### src/hdl/asdir_pkg.sv
// constants of the audio serial holding and event register block
package asdir_pkg;
    localparam int unsigned HALF_W = 16;
    localparam int unsigned WORD_W = 32;
    localparam int unsigned EVT_W = 6;
    localparam int unsigned SEL_W = 4;
    // register indices on the cpu select port
    localparam logic [3:0] IDX_TX_LEFT_LOW = 4'h0;
    localparam logic [3:0] IDX_TX_LEFT_HIGH = 4'h1;
    localparam logic [3:0] IDX_TX_RIGHT_LOW = 4'h2;
    localparam logic [3:0] IDX_TX_RIGHT_HIGH = 4'h3;
    localparam logic [3:0] IDX_EVENT_FLAGS = 4'h4;
    localparam logic [3:0] IDX_EVENT_MASK = 4'h5;
    localparam logic [3:0] IDX_RX_LEFT_LOW = 4'h6;
    localparam logic [3:0] IDX_RX_LEFT_HIGH = 4'h7;
    localparam logic [3:0] IDX_RX_RIGHT_LOW = 4'h8;
    localparam logic [3:0] IDX_RX_RIGHT_HIGH = 4'h9;
    // event flag and mask bit positions
    localparam int unsigned BIT_STEREO_TX = 5;
    localparam int unsigned BIT_SINGLE_TX = 4;
    localparam int unsigned BIT_STEREO_RX = 3;
    localparam int unsigned BIT_SINGLE_RX = 2;
    localparam int unsigned BIT_FRAMING = 1;
    localparam int unsigned BIT_OVER_UNDER = 0;
    // positions of the serializer event toggles
    localparam int unsigned EV_TX_LOAD = 0;
    localparam int unsigned EV_RX_DONE = 1;
    localparam int unsigned EV_FRAME_ERR = 2;
    localparam int unsigned EV_OVER_UNDER = 3;
    localparam int unsigned EV_COUNT = 4;
    // reset values and special masks
    localparam logic [5:0] FLAGS_RESET = 6'h00;
    localparam logic [5:0] MASK_RESET = 6'h00;
    localparam logic [5:0] MASK_CLEAR_ON_READ = 6'h3C;
    localparam logic [31:0] DATA_RESET = 32'h0000_0000;
    localparam logic [15:0] READ_UNMAPPED = 16'h0000;
    localparam logic [9:0] RESERVED_ZERO = 10'h000;
endpackage : asdir_pkg

### src/hdl/asdir_sync.sv
// two-flop synchroniser with change detection on the synchronised side
`timescale 1ns/100ps
module asdir_sync #(
    parameter int unsigned WIDTH = 1
) (
    input wire logic clk_in,
    input wire logic rst_n_in,
    input wire logic [WIDTH-1:0] async_in,
    output logic [WIDTH-1:0] level_out,
    output logic [WIDTH-1:0] change_out
);
    logic [WIDTH-1:0] meta;
    logic [WIDTH-1:0] stable;
    logic [WIDTH-1:0] last;

    // first stage feeds only the second one
    always_ff @(posedge clk_in or negedge rst_n_in) begin
        if (!rst_n_in) begin
            meta <= '0;
            stable <= '0;
            last <= '0;
        end else begin
            meta <= async_in;
            stable <= meta;
            last <= stable;
        end
    end

    assign level_out = stable;
    assign change_out = stable ^ last;
endmodule : asdir_sync

### src/hdl/asdir_regs.sv
// holding registers, event flags and event mask of the audio serial port
`timescale 1ns/100ps
module asdir_regs (
    input wire logic CORE_CLK_IN,
    input wire logic RESET_N_IN,
    input wire logic [3:0] CPU_SEL_IN,
    input wire logic CPU_WR_IN,
    input wire logic CPU_RD_IN,
    input wire logic [15:0] CPU_WDATA_IN,
    output logic [15:0] CPU_RDATA_OUT,
    output logic CPU_RVALID_OUT,
    input wire logic DMA_TX_WR_IN,
    input wire logic DMA_TX_SEL_IN,
    input wire logic [31:0] DMA_TX_DATA_IN,
    input wire logic DMA_RX_RD_IN,
    input wire logic DMA_RX_SEL_IN,
    output logic [31:0] DMA_RDATA_OUT,
    output logic DMA_RVALID_OUT,
    input wire logic MONO_IN,
    input wire logic TX_LOAD_TGL_IN,
    input wire logic RX_DONE_TGL_IN,
    input wire logic FRAME_ERR_TGL_IN,
    input wire logic OVER_UNDER_TGL_IN,
    input wire logic [31:0] RX_LEFT_IN,
    input wire logic [31:0] RX_RIGHT_IN,
    output logic [31:0] TX_LEFT_OUT,
    output logic [31:0] TX_RIGHT_OUT,
    output logic IRQ_OUT
);
    logic [3:0] ev;
    logic mono;
    logic ev_tx;
    logic ev_rx;
    logic ev_framing_error_irq_enable;
    logic ev_ovun;
    logic [31:0] tx_left;
    logic [31:0] tx_right;
    logic [31:0] rx_left;
    logic [31:0] rx_right;
    logic [5:0] event_flags;
    logic [5:0] event_enable_mask;
    logic [5:0] flag_set;
    logic tx_serviced;
    logic rx_serviced;
    logic underrun;
    logic overrun;
    logic cpu_tx_write;
    logic cpu_rx_read;
    logic flags_read;
    logic mask_read;
    logic mask_write;
    logic irq;
    logic [15:0] next_rdata;

    // serializer events arrive as toggles from the bit-clock side
    asdir_sync #(.WIDTH(asdir_pkg::EV_COUNT)) u_event_sync (
        .clk_in(CORE_CLK_IN),
        .rst_n_in(RESET_N_IN),
        .async_in({OVER_UNDER_TGL_IN, FRAME_ERR_TGL_IN, RX_DONE_TGL_IN, TX_LOAD_TGL_IN}),
        .level_out(),
        .change_out(ev)
    );

    asdir_sync #(.WIDTH(1)) u_mode_sync (
        .clk_in(CORE_CLK_IN),
        .rst_n_in(RESET_N_IN),
        .async_in(MONO_IN),
        .level_out(mono),
        .change_out()
    );

    assign ev_tx = ev[asdir_pkg::EV_TX_LOAD];
    assign ev_rx = ev[asdir_pkg::EV_RX_DONE];
    assign ev_framing_error_irq_enable = ev[asdir_pkg::EV_FRAME_ERR];
    assign ev_ovun = ev[asdir_pkg::EV_OVER_UNDER];

    assign cpu_tx_write = CPU_WR_IN && (CPU_SEL_IN <= asdir_pkg::IDX_TX_RIGHT_HIGH);
    assign cpu_rx_read = CPU_RD_IN && (CPU_SEL_IN >= asdir_pkg::IDX_RX_LEFT_LOW)
        && (CPU_SEL_IN <= asdir_pkg::IDX_RX_RIGHT_HIGH);
    assign flags_read = CPU_RD_IN && (CPU_SEL_IN == asdir_pkg::IDX_EVENT_FLAGS);
    assign mask_read = CPU_RD_IN && (CPU_SEL_IN == asdir_pkg::IDX_EVENT_MASK);
    assign mask_write = CPU_WR_IN && (CPU_SEL_IN == asdir_pkg::IDX_EVENT_MASK);

    // cpu halves first, a dma word in the same cycle wins over the halves of its own word
    always_ff @(posedge CORE_CLK_IN or negedge RESET_N_IN) begin
        if (!RESET_N_IN) begin
            tx_left <= asdir_pkg::DATA_RESET;
            tx_right <= asdir_pkg::DATA_RESET;
        end else begin
            if (CPU_WR_IN && CPU_SEL_IN == asdir_pkg::IDX_TX_LEFT_LOW) begin
                tx_left[15:0] <= CPU_WDATA_IN;
            end
            if (CPU_WR_IN && CPU_SEL_IN == asdir_pkg::IDX_TX_LEFT_HIGH) begin
                tx_left[31:16] <= CPU_WDATA_IN;
            end
            if (CPU_WR_IN && CPU_SEL_IN == asdir_pkg::IDX_TX_RIGHT_LOW) begin
                tx_right[15:0] <= CPU_WDATA_IN;
            end
            if (CPU_WR_IN && CPU_SEL_IN == asdir_pkg::IDX_TX_RIGHT_HIGH) begin
                tx_right[31:16] <= CPU_WDATA_IN;
            end
            if (DMA_TX_WR_IN && !DMA_TX_SEL_IN) begin
                tx_left <= DMA_TX_DATA_IN;
            end
            if (DMA_TX_WR_IN && DMA_TX_SEL_IN) begin
                tx_right <= DMA_TX_DATA_IN;
            end
        end
    end

    // the serializer holds its words stable for four core clocks after its toggle
    always_ff @(posedge CORE_CLK_IN or negedge RESET_N_IN) begin
        if (!RESET_N_IN) begin
            rx_left <= asdir_pkg::DATA_RESET;
            rx_right <= asdir_pkg::DATA_RESET;
        end else if (ev_rx) begin
            rx_left <= RX_LEFT_IN;
            rx_right <= RX_RIGHT_IN;
        end
    end

    // servicing tracks whether software touched the buffers since the last swap;
    // an access in the swap cycle counts towards both the current and the next sample
    always_ff @(posedge CORE_CLK_IN or negedge RESET_N_IN) begin
        if (!RESET_N_IN) begin
            tx_serviced <= 1'b1;
            rx_serviced <= 1'b1;
        end else begin
            tx_serviced <= (cpu_tx_write || DMA_TX_WR_IN) || (tx_serviced && !ev_tx);
            rx_serviced <= (cpu_rx_read || DMA_RX_RD_IN) || (rx_serviced && !ev_rx);
        end
    end

    assign underrun = ev_tx && !tx_serviced && !(cpu_tx_write || DMA_TX_WR_IN);
    assign overrun = ev_rx && !rx_serviced && !(cpu_rx_read || DMA_RX_RD_IN);

    always_comb begin
        flag_set = '0;
        flag_set[asdir_pkg::BIT_STEREO_TX] = ev_tx && !mono;
        flag_set[asdir_pkg::BIT_SINGLE_TX] = ev_tx && mono;
        flag_set[asdir_pkg::BIT_STEREO_RX] = ev_rx && !mono;
        flag_set[asdir_pkg::BIT_SINGLE_RX] = ev_rx && mono;
        flag_set[asdir_pkg::BIT_FRAMING] = ev_framing_error_irq_enable;
        flag_set[asdir_pkg::BIT_OVER_UNDER] = ev_ovun || underrun || overrun;
    end

    // a new event in the read cycle survives the clear
    always_ff @(posedge CORE_CLK_IN or negedge RESET_N_IN) begin
        if (!RESET_N_IN) begin
            event_flags <= asdir_pkg::FLAGS_RESET;
        end else if (flags_read) begin
            event_flags <= flag_set;
        end else begin
            event_flags <= event_flags | flag_set;
        end
    end

    // a write in the same cycle as a read takes the written value
    always_ff @(posedge CORE_CLK_IN or negedge RESET_N_IN) begin
        if (!RESET_N_IN) begin
            event_enable_mask <= asdir_pkg::MASK_RESET;
        end else if (mask_write) begin
            event_enable_mask <= CPU_WDATA_IN[5:0];
        end else if (mask_read) begin
            event_enable_mask <= event_enable_mask & ~asdir_pkg::MASK_CLEAR_ON_READ;
        end
    end

    // transmit and receive flags only rise in their own mode, so mode gating is already folded in
    assign irq = |(event_flags & event_enable_mask);

    always_ff @(posedge CORE_CLK_IN or negedge RESET_N_IN) begin
        if (!RESET_N_IN) begin
            IRQ_OUT <= 1'b0;
        end else begin
            IRQ_OUT <= irq;
        end
    end

    always_comb begin
        next_rdata = asdir_pkg::READ_UNMAPPED;
        case (CPU_SEL_IN)
            asdir_pkg::IDX_TX_LEFT_LOW: next_rdata = tx_left[15:0];
            asdir_pkg::IDX_TX_LEFT_HIGH: next_rdata = tx_left[31:16];
            asdir_pkg::IDX_TX_RIGHT_LOW: next_rdata = tx_right[15:0];
            asdir_pkg::IDX_TX_RIGHT_HIGH: next_rdata = tx_right[31:16];
            asdir_pkg::IDX_EVENT_FLAGS: begin
                next_rdata = {asdir_pkg::RESERVED_ZERO, event_flags};
            end
            asdir_pkg::IDX_EVENT_MASK: begin
                next_rdata = {asdir_pkg::RESERVED_ZERO, event_enable_mask};
            end
            asdir_pkg::IDX_RX_LEFT_LOW: next_rdata = rx_left[15:0];
            asdir_pkg::IDX_RX_LEFT_HIGH: next_rdata = rx_left[31:16];
            asdir_pkg::IDX_RX_RIGHT_LOW: next_rdata = rx_right[15:0];
            asdir_pkg::IDX_RX_RIGHT_HIGH: next_rdata = rx_right[31:16];
            default: next_rdata = asdir_pkg::READ_UNMAPPED;
        endcase
    end

    always_ff @(posedge CORE_CLK_IN or negedge RESET_N_IN) begin
        if (!RESET_N_IN) begin
            CPU_RDATA_OUT <= asdir_pkg::READ_UNMAPPED;
            CPU_RVALID_OUT <= 1'b0;
        end else begin
            CPU_RVALID_OUT <= CPU_RD_IN;
            if (CPU_RD_IN) begin
                CPU_RDATA_OUT <= next_rdata;
            end
        end
    end

    always_ff @(posedge CORE_CLK_IN or negedge RESET_N_IN) begin
        if (!RESET_N_IN) begin
            DMA_RDATA_OUT <= asdir_pkg::DATA_RESET;
            DMA_RVALID_OUT <= 1'b0;
        end else begin
            DMA_RVALID_OUT <= DMA_RX_RD_IN;
            if (DMA_RX_RD_IN) begin
                DMA_RDATA_OUT <= DMA_RX_SEL_IN ? rx_right : rx_left;
            end
        end
    end

    assign TX_LEFT_OUT = tx_left;
    assign TX_RIGHT_OUT = tx_right;
endmodule : asdir_regs

### config.mk
export PLATFORM = sky130hd
export DESIGN_NAME = asdir_regs
export DESIGN_NICKNAME = d
export VERILOG_FILES = /design/src/hdl/asdir_pkg.sv /design/src/hdl/asdir_sync.sv /design/src/hdl/asdir_regs.sv
export SDC_FILE = /design/constraint.sdc
export NUM_CORES = 1
export LEC_CHECK = 0
export BUFFER_PORTS_ARGS = -buffer_cell sky130_fd_sc_hd__buf_4
export CORE_MARGIN = 3
export CORE_UTILIZATION = 55
export CTS_BUF_LIST = sky130_fd_sc_hd__clkbuf_8
export CTS_CLUSTER_DIAMETER = 100
export CTS_CLUSTER_SIZE = 20
export DETAILED_ROUTE_END_ITERATION = 16
export PLACE_DENSITY = 0.84
export REMOVE_ABC_BUFFERS = 1
export SYNTH_ARGS = -nofsm -noshare
export SYNTH_HDL_FRONTEND = slang
export SYNTH_SLANG_ARGS = --single-unit
export TNS_END_PERCENT = 5
### constraint.sdc
create_clock -name CORE_CLK_IN -period 1.78 [get_ports CORE_CLK_IN]
set_clock_uncertainty 0.05 [all_clocks]
set_input_delay 0.178 -clock CORE_CLK_IN [delete_from_list [all_inputs] [get_ports CORE_CLK_IN]]
set_output_delay 0.178 -clock CORE_CLK_IN [all_outputs]
set_load 0.01 [all_outputs]
==> run summary, run 1 <==
====================================================================================
Die height ............................................................     136.6 um
CTS HTree Levels ......................................................            1
Total via count after detailed routing ................................         9486
Placer Congestion .....................................................       0.9325
Post-synthesis instance area ..........................................     9385 um2
Horizontal die dimension ..............................................     136.6 um
Least-Margin Pin Slew .................................................    0.9884 ns
Area of all placed cells without fillers ..............................    13440 um2
Root cell of the clock tree ........................................... sky130_fd_sc_hd__clkbuf_8
Post-synth top area share .............................................       54.66%
Ranking of synthesized cells by instance count ........................ sky130_fd_sc_hd__nand2_1, sky130_fd_sc_hd__dfrtp_1, sky130_fd_sc_hd__mux2i_1
Number of endpoints failing setup at the final stage ..................            0
GR Util All Layers ....................................................       36.59%
Leftover overflow at the end of global routing ........................            0
Inserted Clock Buffers ................................................           14
Initial antenna violation count .......................................            0
Area taken by flip-flops and latches ..................................     5182 um2
Fraction of the cycle the final worst path needs ......................       99.23%
WL final ..............................................................     34230 um
Number of input and output port buffers inserted ......................          243
Starting density of the core ..........................................       56.39%
Critical path arrival .................................................      2.12 ns
Power density over the cells .......................................... 829.6 nW/um2
Nets ..................................................................         1460
Share of flip-flops with an asynchronous set or reset after synthesis .       100.0%
Wire length of the first global-routing pass ..........................     52510 um
Pin count of the biggest net entering global routing ..................           65
Number of DRC violations after detailed routing .......................            0
Length of the first detailed-routing pass in iterations ...............            8
Clock Path Buffers ....................................................            3
Cell leakage power ....................................................     6.834 nW
Synthesis warning total ...............................................            0
Post-placement cell area ..............................................    11690 um2
Vias per cell .........................................................        6.081
Number of clock sinks .................................................          207
Kind of path behind the tightest hold check ........................... input pin to async pin
Beginning of the worst register-to-register path ...................... u_event_sync.level_out[0]$_DFF_PN0_
Length in cells of the worst reg-to-reg path ..........................            3
Required time at the worst-slack endpoint .............................      2.13 ns
Maximum achievable frequency ..........................................   0.5661 GHz
Start-to-end type of the worst setup path ............................. input pin to register
Count of fill cells added during filler insertion .....................          974
Multi-input gate area in the final layout .............................     3970 um2
Overall power of the completed layout .................................     11.15 mW
Number of maximum-capacitance constraint violations ...................            0
Clock tree from TritonCTS .............................................          yes
Area contributors post-synth .......................................... sky130_fd_sc_hd__dfrtp_1, sky130_fd_sc_hd__mux2i_1, sky130_fd_sc_hd__nand2_1, sky130_fd_sc_hd__a22oi_1, sky130_fd_sc_hd__o21ai_0
Primary flip-flop cell chosen by synthesis mapping .................... sky130_fd_sc_hd__dfrtp_1
Synth Instances .......................................................          946
Startpoint type of the worst setup path ...............................    input pin
HPWL after DPL ........................................................     21130 um
Clock latency reported for the late side of the worst-skew pair .......      0.51 ns
Number of rows created at floorplan ...................................           47
CP endpoint kind ......................................................     register
Most common cell in the netlist ....................................... sky130_fd_sc_hd__nand2_1
Die ar. ...............................................................    18670 um2
Mean area per synthesized cell ........................................    9.921 um2
Final design utilization ..............................................       80.76%
Library cells used by synthesis .......................................           48
Layout cell share with drive strength beyond 1 ........................       24.05%
Count of endpoints failing hold in the final timing report ............            0
Fin crit period .......................................................     1.766 ns
Final slew viol count .................................................            0
Synthesized flop and latch total ......................................          207
Unrepaired setup endpoints after global routing .......................        false
CTS clk-pin slew, worst paths .........................................      0.12 ns
IO Count ..............................................................          244
Total core area .......................................................    16640 um2
Destination of the worst register-to-register timing path ............. tx_serviced$_DFF_PN1_
Peak ir drop on the vdd network .......................................    0.6678 mV
Routed wire per std cell ..............................................     21.94 um
Maximum fanout encountered on the critical timing path ................           34
Antenna-violating nets left ...........................................            0
Worst rel slew slack ..................................................       33.74%
Setup slack after placement ...........................................  -0.03579 ns
Area growth syn-to-layout .............................................       43.21%
Share of the yosys chip area belonging to registers ...................       55.22%
Worst-case setup margin in the final layout ...........................   0.01363 ns
DR iter-0 viols .......................................................         1052
Worst R2R Setup Slack .................................................      0.12 ns
Number of global-route vias before repair .............................         9618
Cell type with the largest total area after synthesis ................. sky130_fd_sc_hd__dfrtp_1
Number of flops mapped to enable cells by yosys .......................            0
Outcome ...............................................................    completed
====================================================================================
==> logic make-up after synthesis <==
family	synth area share, %
buf+inv	3.120
mux	11.56
compound gates	13.61
flops	55.22
xor+xnor	0.4666
simple gates	16.02
==> worst max-delay path, stage by stage <==
cell and delay [ns]:
sky130_fd_sc_hd__dlygate4sd3_1 0.53, sky130_fd_sc_hd__buf_4 0.15, sky130_fd_sc_hd__and2_2 0.18, sky130_fd_sc_hd__buf_4 0.24, sky130_fd_sc_hd__nand2_1 0.14, sky130_fd_sc_hd__o21ai_0 0.09, sky130_fd_sc_hd__dlygate4sd3_1 0.58
==> flip-flops by register name, summed over array words and instances (netlist names) <==
register and count:
event_enable_mask 6, TX_RIGHT_OUT 32, DMA_RVALID_OUT 1, rx_left 32
IRQ_OUT 1, u_event_sync.level_out 4, rx_serviced 1, rx_right 32
u_mode_sync.level_out 1, tx_serviced 1, u_event_sync.meta 4, u_event_sync.last 4
CPU_RDATA_OUT 16, u_mode_sync.meta 1, CPU_RVALID_OUT 1, event_flags 6
DMA_RDATA_OUT 32, TX_LEFT_OUT 32
==> placed cells by master, fill, tap and decap left out, types with 17 or more instances in the layout <==
cell type / count
sky130_fd_sc_hd__buf_4: 273
sky130_fd_sc_hd__nand2_1: 269
sky130_fd_sc_hd__dfrtp_1: 205
sky130_fd_sc_hd__dlygate4sd3_1: 147
sky130_fd_sc_hd__mux2i_1: 105
sky130_fd_sc_hd__o21ai_0: 62
sky130_fd_sc_hd__a22oi_1: 52
sky130_fd_sc_hd__nor2_1: 38
sky130_fd_sc_hd__a21oi_1: 36
sky130_fd_sc_hd__a22o_1: 17
==> how the worst max path moves through the flow <==
stage                                        start                       endpoint  cells after the start
floorplan           u_event_sync.last[1]$_DFF_PN0_       event_flags[2]$_DFF_PN0_                      2
global placement                     CPU_SEL_IN[2]  CPU_RDATA_OUT[12]$_DFFE_PN0P_                      6
detailed placement                   CPU_SEL_IN[2]   CPU_RDATA_OUT[8]$_DFFE_PN0P_                      6
CTS                                  CPU_SEL_IN[3]    TX_LEFT_OUT[10]$_DFFE_PN0P_                      8
global route                          DMA_TX_WR_IN   TX_RIGHT_OUT[16]$_DFFE_PN0P_                      6
finish                                DMA_TX_WR_IN   TX_RIGHT_OUT[31]$_DFFE_PN0P_                      7
==> routing by layer <==
layer,routed length (um),vias to the layer above,track usage (%),share of wire [%]
li1,-,4058,-,-
met1,12310,4570,45.98,36
met2,16730,688,60.98,49
met3,3440,170,8.051,10
met4,1751,0,16.24,5.1
met5,0,-,0,0
==> final cells by class <==
cell class	count	share of cell area, %
antenna	1	0.01862
clock buffer	15	1.536
clock inverter	9	0.3444
inverter	3	0.08378
multi-input combinational	673	29.54
sequential	207	38.56
tap	220	2.048
timing repair buffer	432	27.87
==> timing repair <==
item,4_1_cts,5_1_grt
endpoints found under the hold margin,349,0
setup endpoints to repair,0,10
resized for setup,0,5
setup buffers,0,0
hold buffers,147,0
==> through the flow <==
step           setup TNS (ns)  cells  hold WS (ns)
2_1_floorplan         -122.04    883       -0.1676
3_3_place_gp         -0.04426   1388       0.04320
3_5_place_dp          -0.1210   1388       0.04641
4_1_cts                     0   1559       0.05044
5_1_grt                     0   1559       0.08566
6_report                    0   1560       0.06482
==> where the power goes <==
group	internal, mW	total [mW]	switching [mW]
logic	1.46	2.89	1.42
clock network	0.808	2.32	1.52
registers	5.33	5.94	0.608
(Power assumes the default switching activity.)
==> inputs of run 2 (changes only) <==
==> constraint.sdc (replaced) <==
create_clock -name CORE_CLK_IN -period 1.78 [get_ports CORE_CLK_IN]
set_clock_uncertainty 0.05 [all_clocks]
set_input_delay 0.356 -clock CORE_CLK_IN [delete_from_list [all_inputs] [get_ports CORE_CLK_IN]]
set_output_delay 0.356 -clock CORE_CLK_IN [all_outputs]
set_load 0.01 [all_outputs]
==> run 2 against run 1 <==
Net effect: non-clock buffer count down 51; register-to-register slack improved by 0.13 ns; setup slack improved by 0.21 ns; hold slack got worse by 0.045 ns; total power fell by 1.8%; first-iteration DRC count is 1.4% higher; clock power barely moved; core utilization shrank 3.0 points; sequential power about the same; global-route usage shrank 1.8 points; flip-flop and latch count stayed put; die area stayed put; critical path type is now register to output port; largest cell class unchanged; highest routed layer unchanged.
==> run summary, run 2 (synthesis results as in run 1) <==
========================================================================================
Category of cells accounting for the largest share of critical-path delay .   flip-flops
CTS HTree Levels ..........................................................            1
Outcome ...................................................................    completed
Hold_sp ................................................................... DMA_TX_DATA_IN[16]
Number of rows created at floorplan .......................................           47
CP endpoint kind ..........................................................  output port
Least-Margin Pin Slew .....................................................    0.9186 ns
Worst-case setup margin in the final layout ...............................    0.2281 ns
Length in cells of the worst reg-to-reg path ..............................            5
WL final ..................................................................     32390 um
Timing startpoint of the critical path .................................... TX_LEFT_OUT[15]$_DFFE_PN0P_
Unrepaired setup endpoints after global routing ...........................        false
Die ar. ...................................................................    18670 um2
Beginning of the worst register-to-register path .......................... TX_RIGHT_OUT[0]$_DFFE_PN0P_
Wire length of the first global-routing pass ..............................     50130 um
Number of global-route vias before repair .................................         9098
Worst R2R Setup Slack .....................................................      0.25 ns
Final design utilization ..................................................       77.73%
HPWL after DPL ............................................................     21500 um
Final slew viol count .....................................................            0
Critical path arrival .....................................................      1.15 ns
Worst hold path stage count ...............................................            3
GR Util All Layers ........................................................       34.75%
Peak ir drop on the vdd network ...........................................    0.6042 mV
Startpoint type of the worst setup path ...................................     register
Total via count after detailed routing ....................................         9036
Starting density of the core ..............................................       56.39%
Number of maximum-capacitance constraint violations .......................            0
DR iter-0 viols ...........................................................         1067
Length of the first detailed-routing pass in iterations ...................            5
Initial antenna violation count ...........................................            0
Leftover overflow at the end of global routing ............................            0
Start-to-end type of the worst setup path ................................. register to output port
Die height ................................................................     136.6 um
Number of input and output port buffers inserted ..........................          243
Kind of path behind the tightest hold check ............................... input pin to register
Horizontal die dimension ..................................................     136.6 um
Root cell of the clock tree ............................................... sky130_fd_sc_hd__clkbuf_8
Number of DRC violations after detailed routing ...........................            0
Post-route setup TNS ......................................................         0 ns
CTS clk-pin slew, worst paths .............................................      0.12 ns
Inserted Clock Buffers ....................................................           14
Placer Congestion .........................................................       0.9052
Layout cell share with drive strength beyond 1 ............................       25.54%
Clock Path Buffers ........................................................            3
Delay of the slowest cell on the worst path ...............................      0.47 ns
Maximum fanout encountered on the critical timing path ....................            3
Vias per cell .............................................................        5.992
List of cells traversed by the critical path ..............................        buf_4
Ant diodes ................................................................            0
Pin count of the biggest net entering global routing ......................           67
Number of clock sinks .....................................................          207
Count of endpoints failing hold in the final timing report ................            0
Destination of the worst register-to-register timing path ................. CPU_RDATA_OUT[0]$_DFFE_PN0P_
Total core area ...........................................................    16640 um2
Worst path bufs/invs ......................................................            1
Nets ......................................................................         1409
Worst rel slew slack ......................................................       38.43%
Fin crit period ...........................................................     1.552 ns
Most common cell after layout, fill and taps aside ........................ sky130_fd_sc_hd__buf_4
Routed wire per std cell ..................................................     21.48 um
Setup slack after placement ...............................................   -0.1494 ns
Count of instances resized after the clock tree is built ..................            0
Worst hold endpoint ....................................................... TX_RIGHT_OUT[16]$_DFFE_PN0P_
Number of endpoints failing setup at the final stage ......................            0
Slowest cell on crit path ................................................. sky130_fd_sc_hd__dfrtp_1
Maximum achievable frequency ..............................................   0.6444 GHz
Area growth syn-to-layout .................................................       37.84%
Clock tree from TritonCTS .................................................          yes
Cell leakage power ........................................................     6.628 nW
Overall power of the completed layout .....................................     10.95 mW
Clock latency reported for the late side of the worst-skew pair ...........      0.50 ns
Most frequent cells in the layout ......................................... sky130_fd_sc_hd__buf_4, sky130_fd_sc_hd__nand2_1, sky130_fd_sc_hd__dfrtp_1
IO Count ..................................................................          244
Power density over the cells .............................................. 846.8 nW/um2
Antenna-violating nets left ...............................................            0
Required time at the worst-slack endpoint .................................      1.37 ns
Fraction of the cycle the final worst path needs ..........................       87.19%
========================================================================================
[run 2: cell type report]
| class | instances | area [um2] |
|---|---|---|
| inverters | 3 | 11.26 |
| clock buffers | 15 | 206.4 |
| fillers | 1038 | 3706 |
| clock inverters | 9 | 46.29 |
| well taps | 220 | 275.3 |
| repair buffers | 381 | 3264 |
| multi-input cells | 673 | 3950 |
| flip-flops and latches | 207 | 5182 |
[run 2: worst max-delay path by stage]
stage                                          to  slack, ns  depth (start not counted)
global placement     CPU_RDATA_OUT[8]$_DFFE_PN0P_      -0.12                          6
global route         CPU_RDATA_OUT[0]$_DFFE_PN0P_       0.15                          5
finish                            TX_LEFT_OUT[15]       0.23                          1
floorplan                event_flags[2]$_DFF_PN0_      -1.54                          2
detailed placement  CPU_RDATA_OUT[10]$_DFFE_PN0P_      -0.15                          6
CTS                             CPU_RDATA_OUT[10]       0.22                          1
[run 2: power by group]
group | switching [mW] | leakage (nW) | internal, mW
clock | 1.52 | 0.157 | 0.809
combinational | 1.33 | 3.97 | 1.34
sequential | 0.624 | 2.50 | 5.33
total | 3.48 | 6.63 | 7.47
[run 2: layer usage]
layer | up-vias | GRT usage (%) | routed length, um
met5 | - | 0 | 0
met4 | 0 | 12.37 | 1251
met3 | 113 | 5.551 | 2942
met2 | 610 | 57.58 | 15820
met1 | 4378 | 46.72 | 12370
li1 | 3935 | - | -
[run 2: through the flow]
| step | hold WS [ns] | instance area [um2] | cells |
|---|---|---|---|
| finish | 0.02013 | 12940 | 1508 |
| detailed placement | 0.2194 | 11790 | 1395 |
| global placement | 0.2183 | 11790 | 1395 |
| global route | 0.01139 | 12940 | 1508 |
| floorplan | 0.01041 | 9104 | 883 |
| CTS | 0.0006601 | 12940 | 1508 |
[run 2: repair_timing]
item / in CTS / in global routing
buffers inserted: 0 / 0
hold buffers: 89 / 0
hold endpoints to repair: 207 / 0
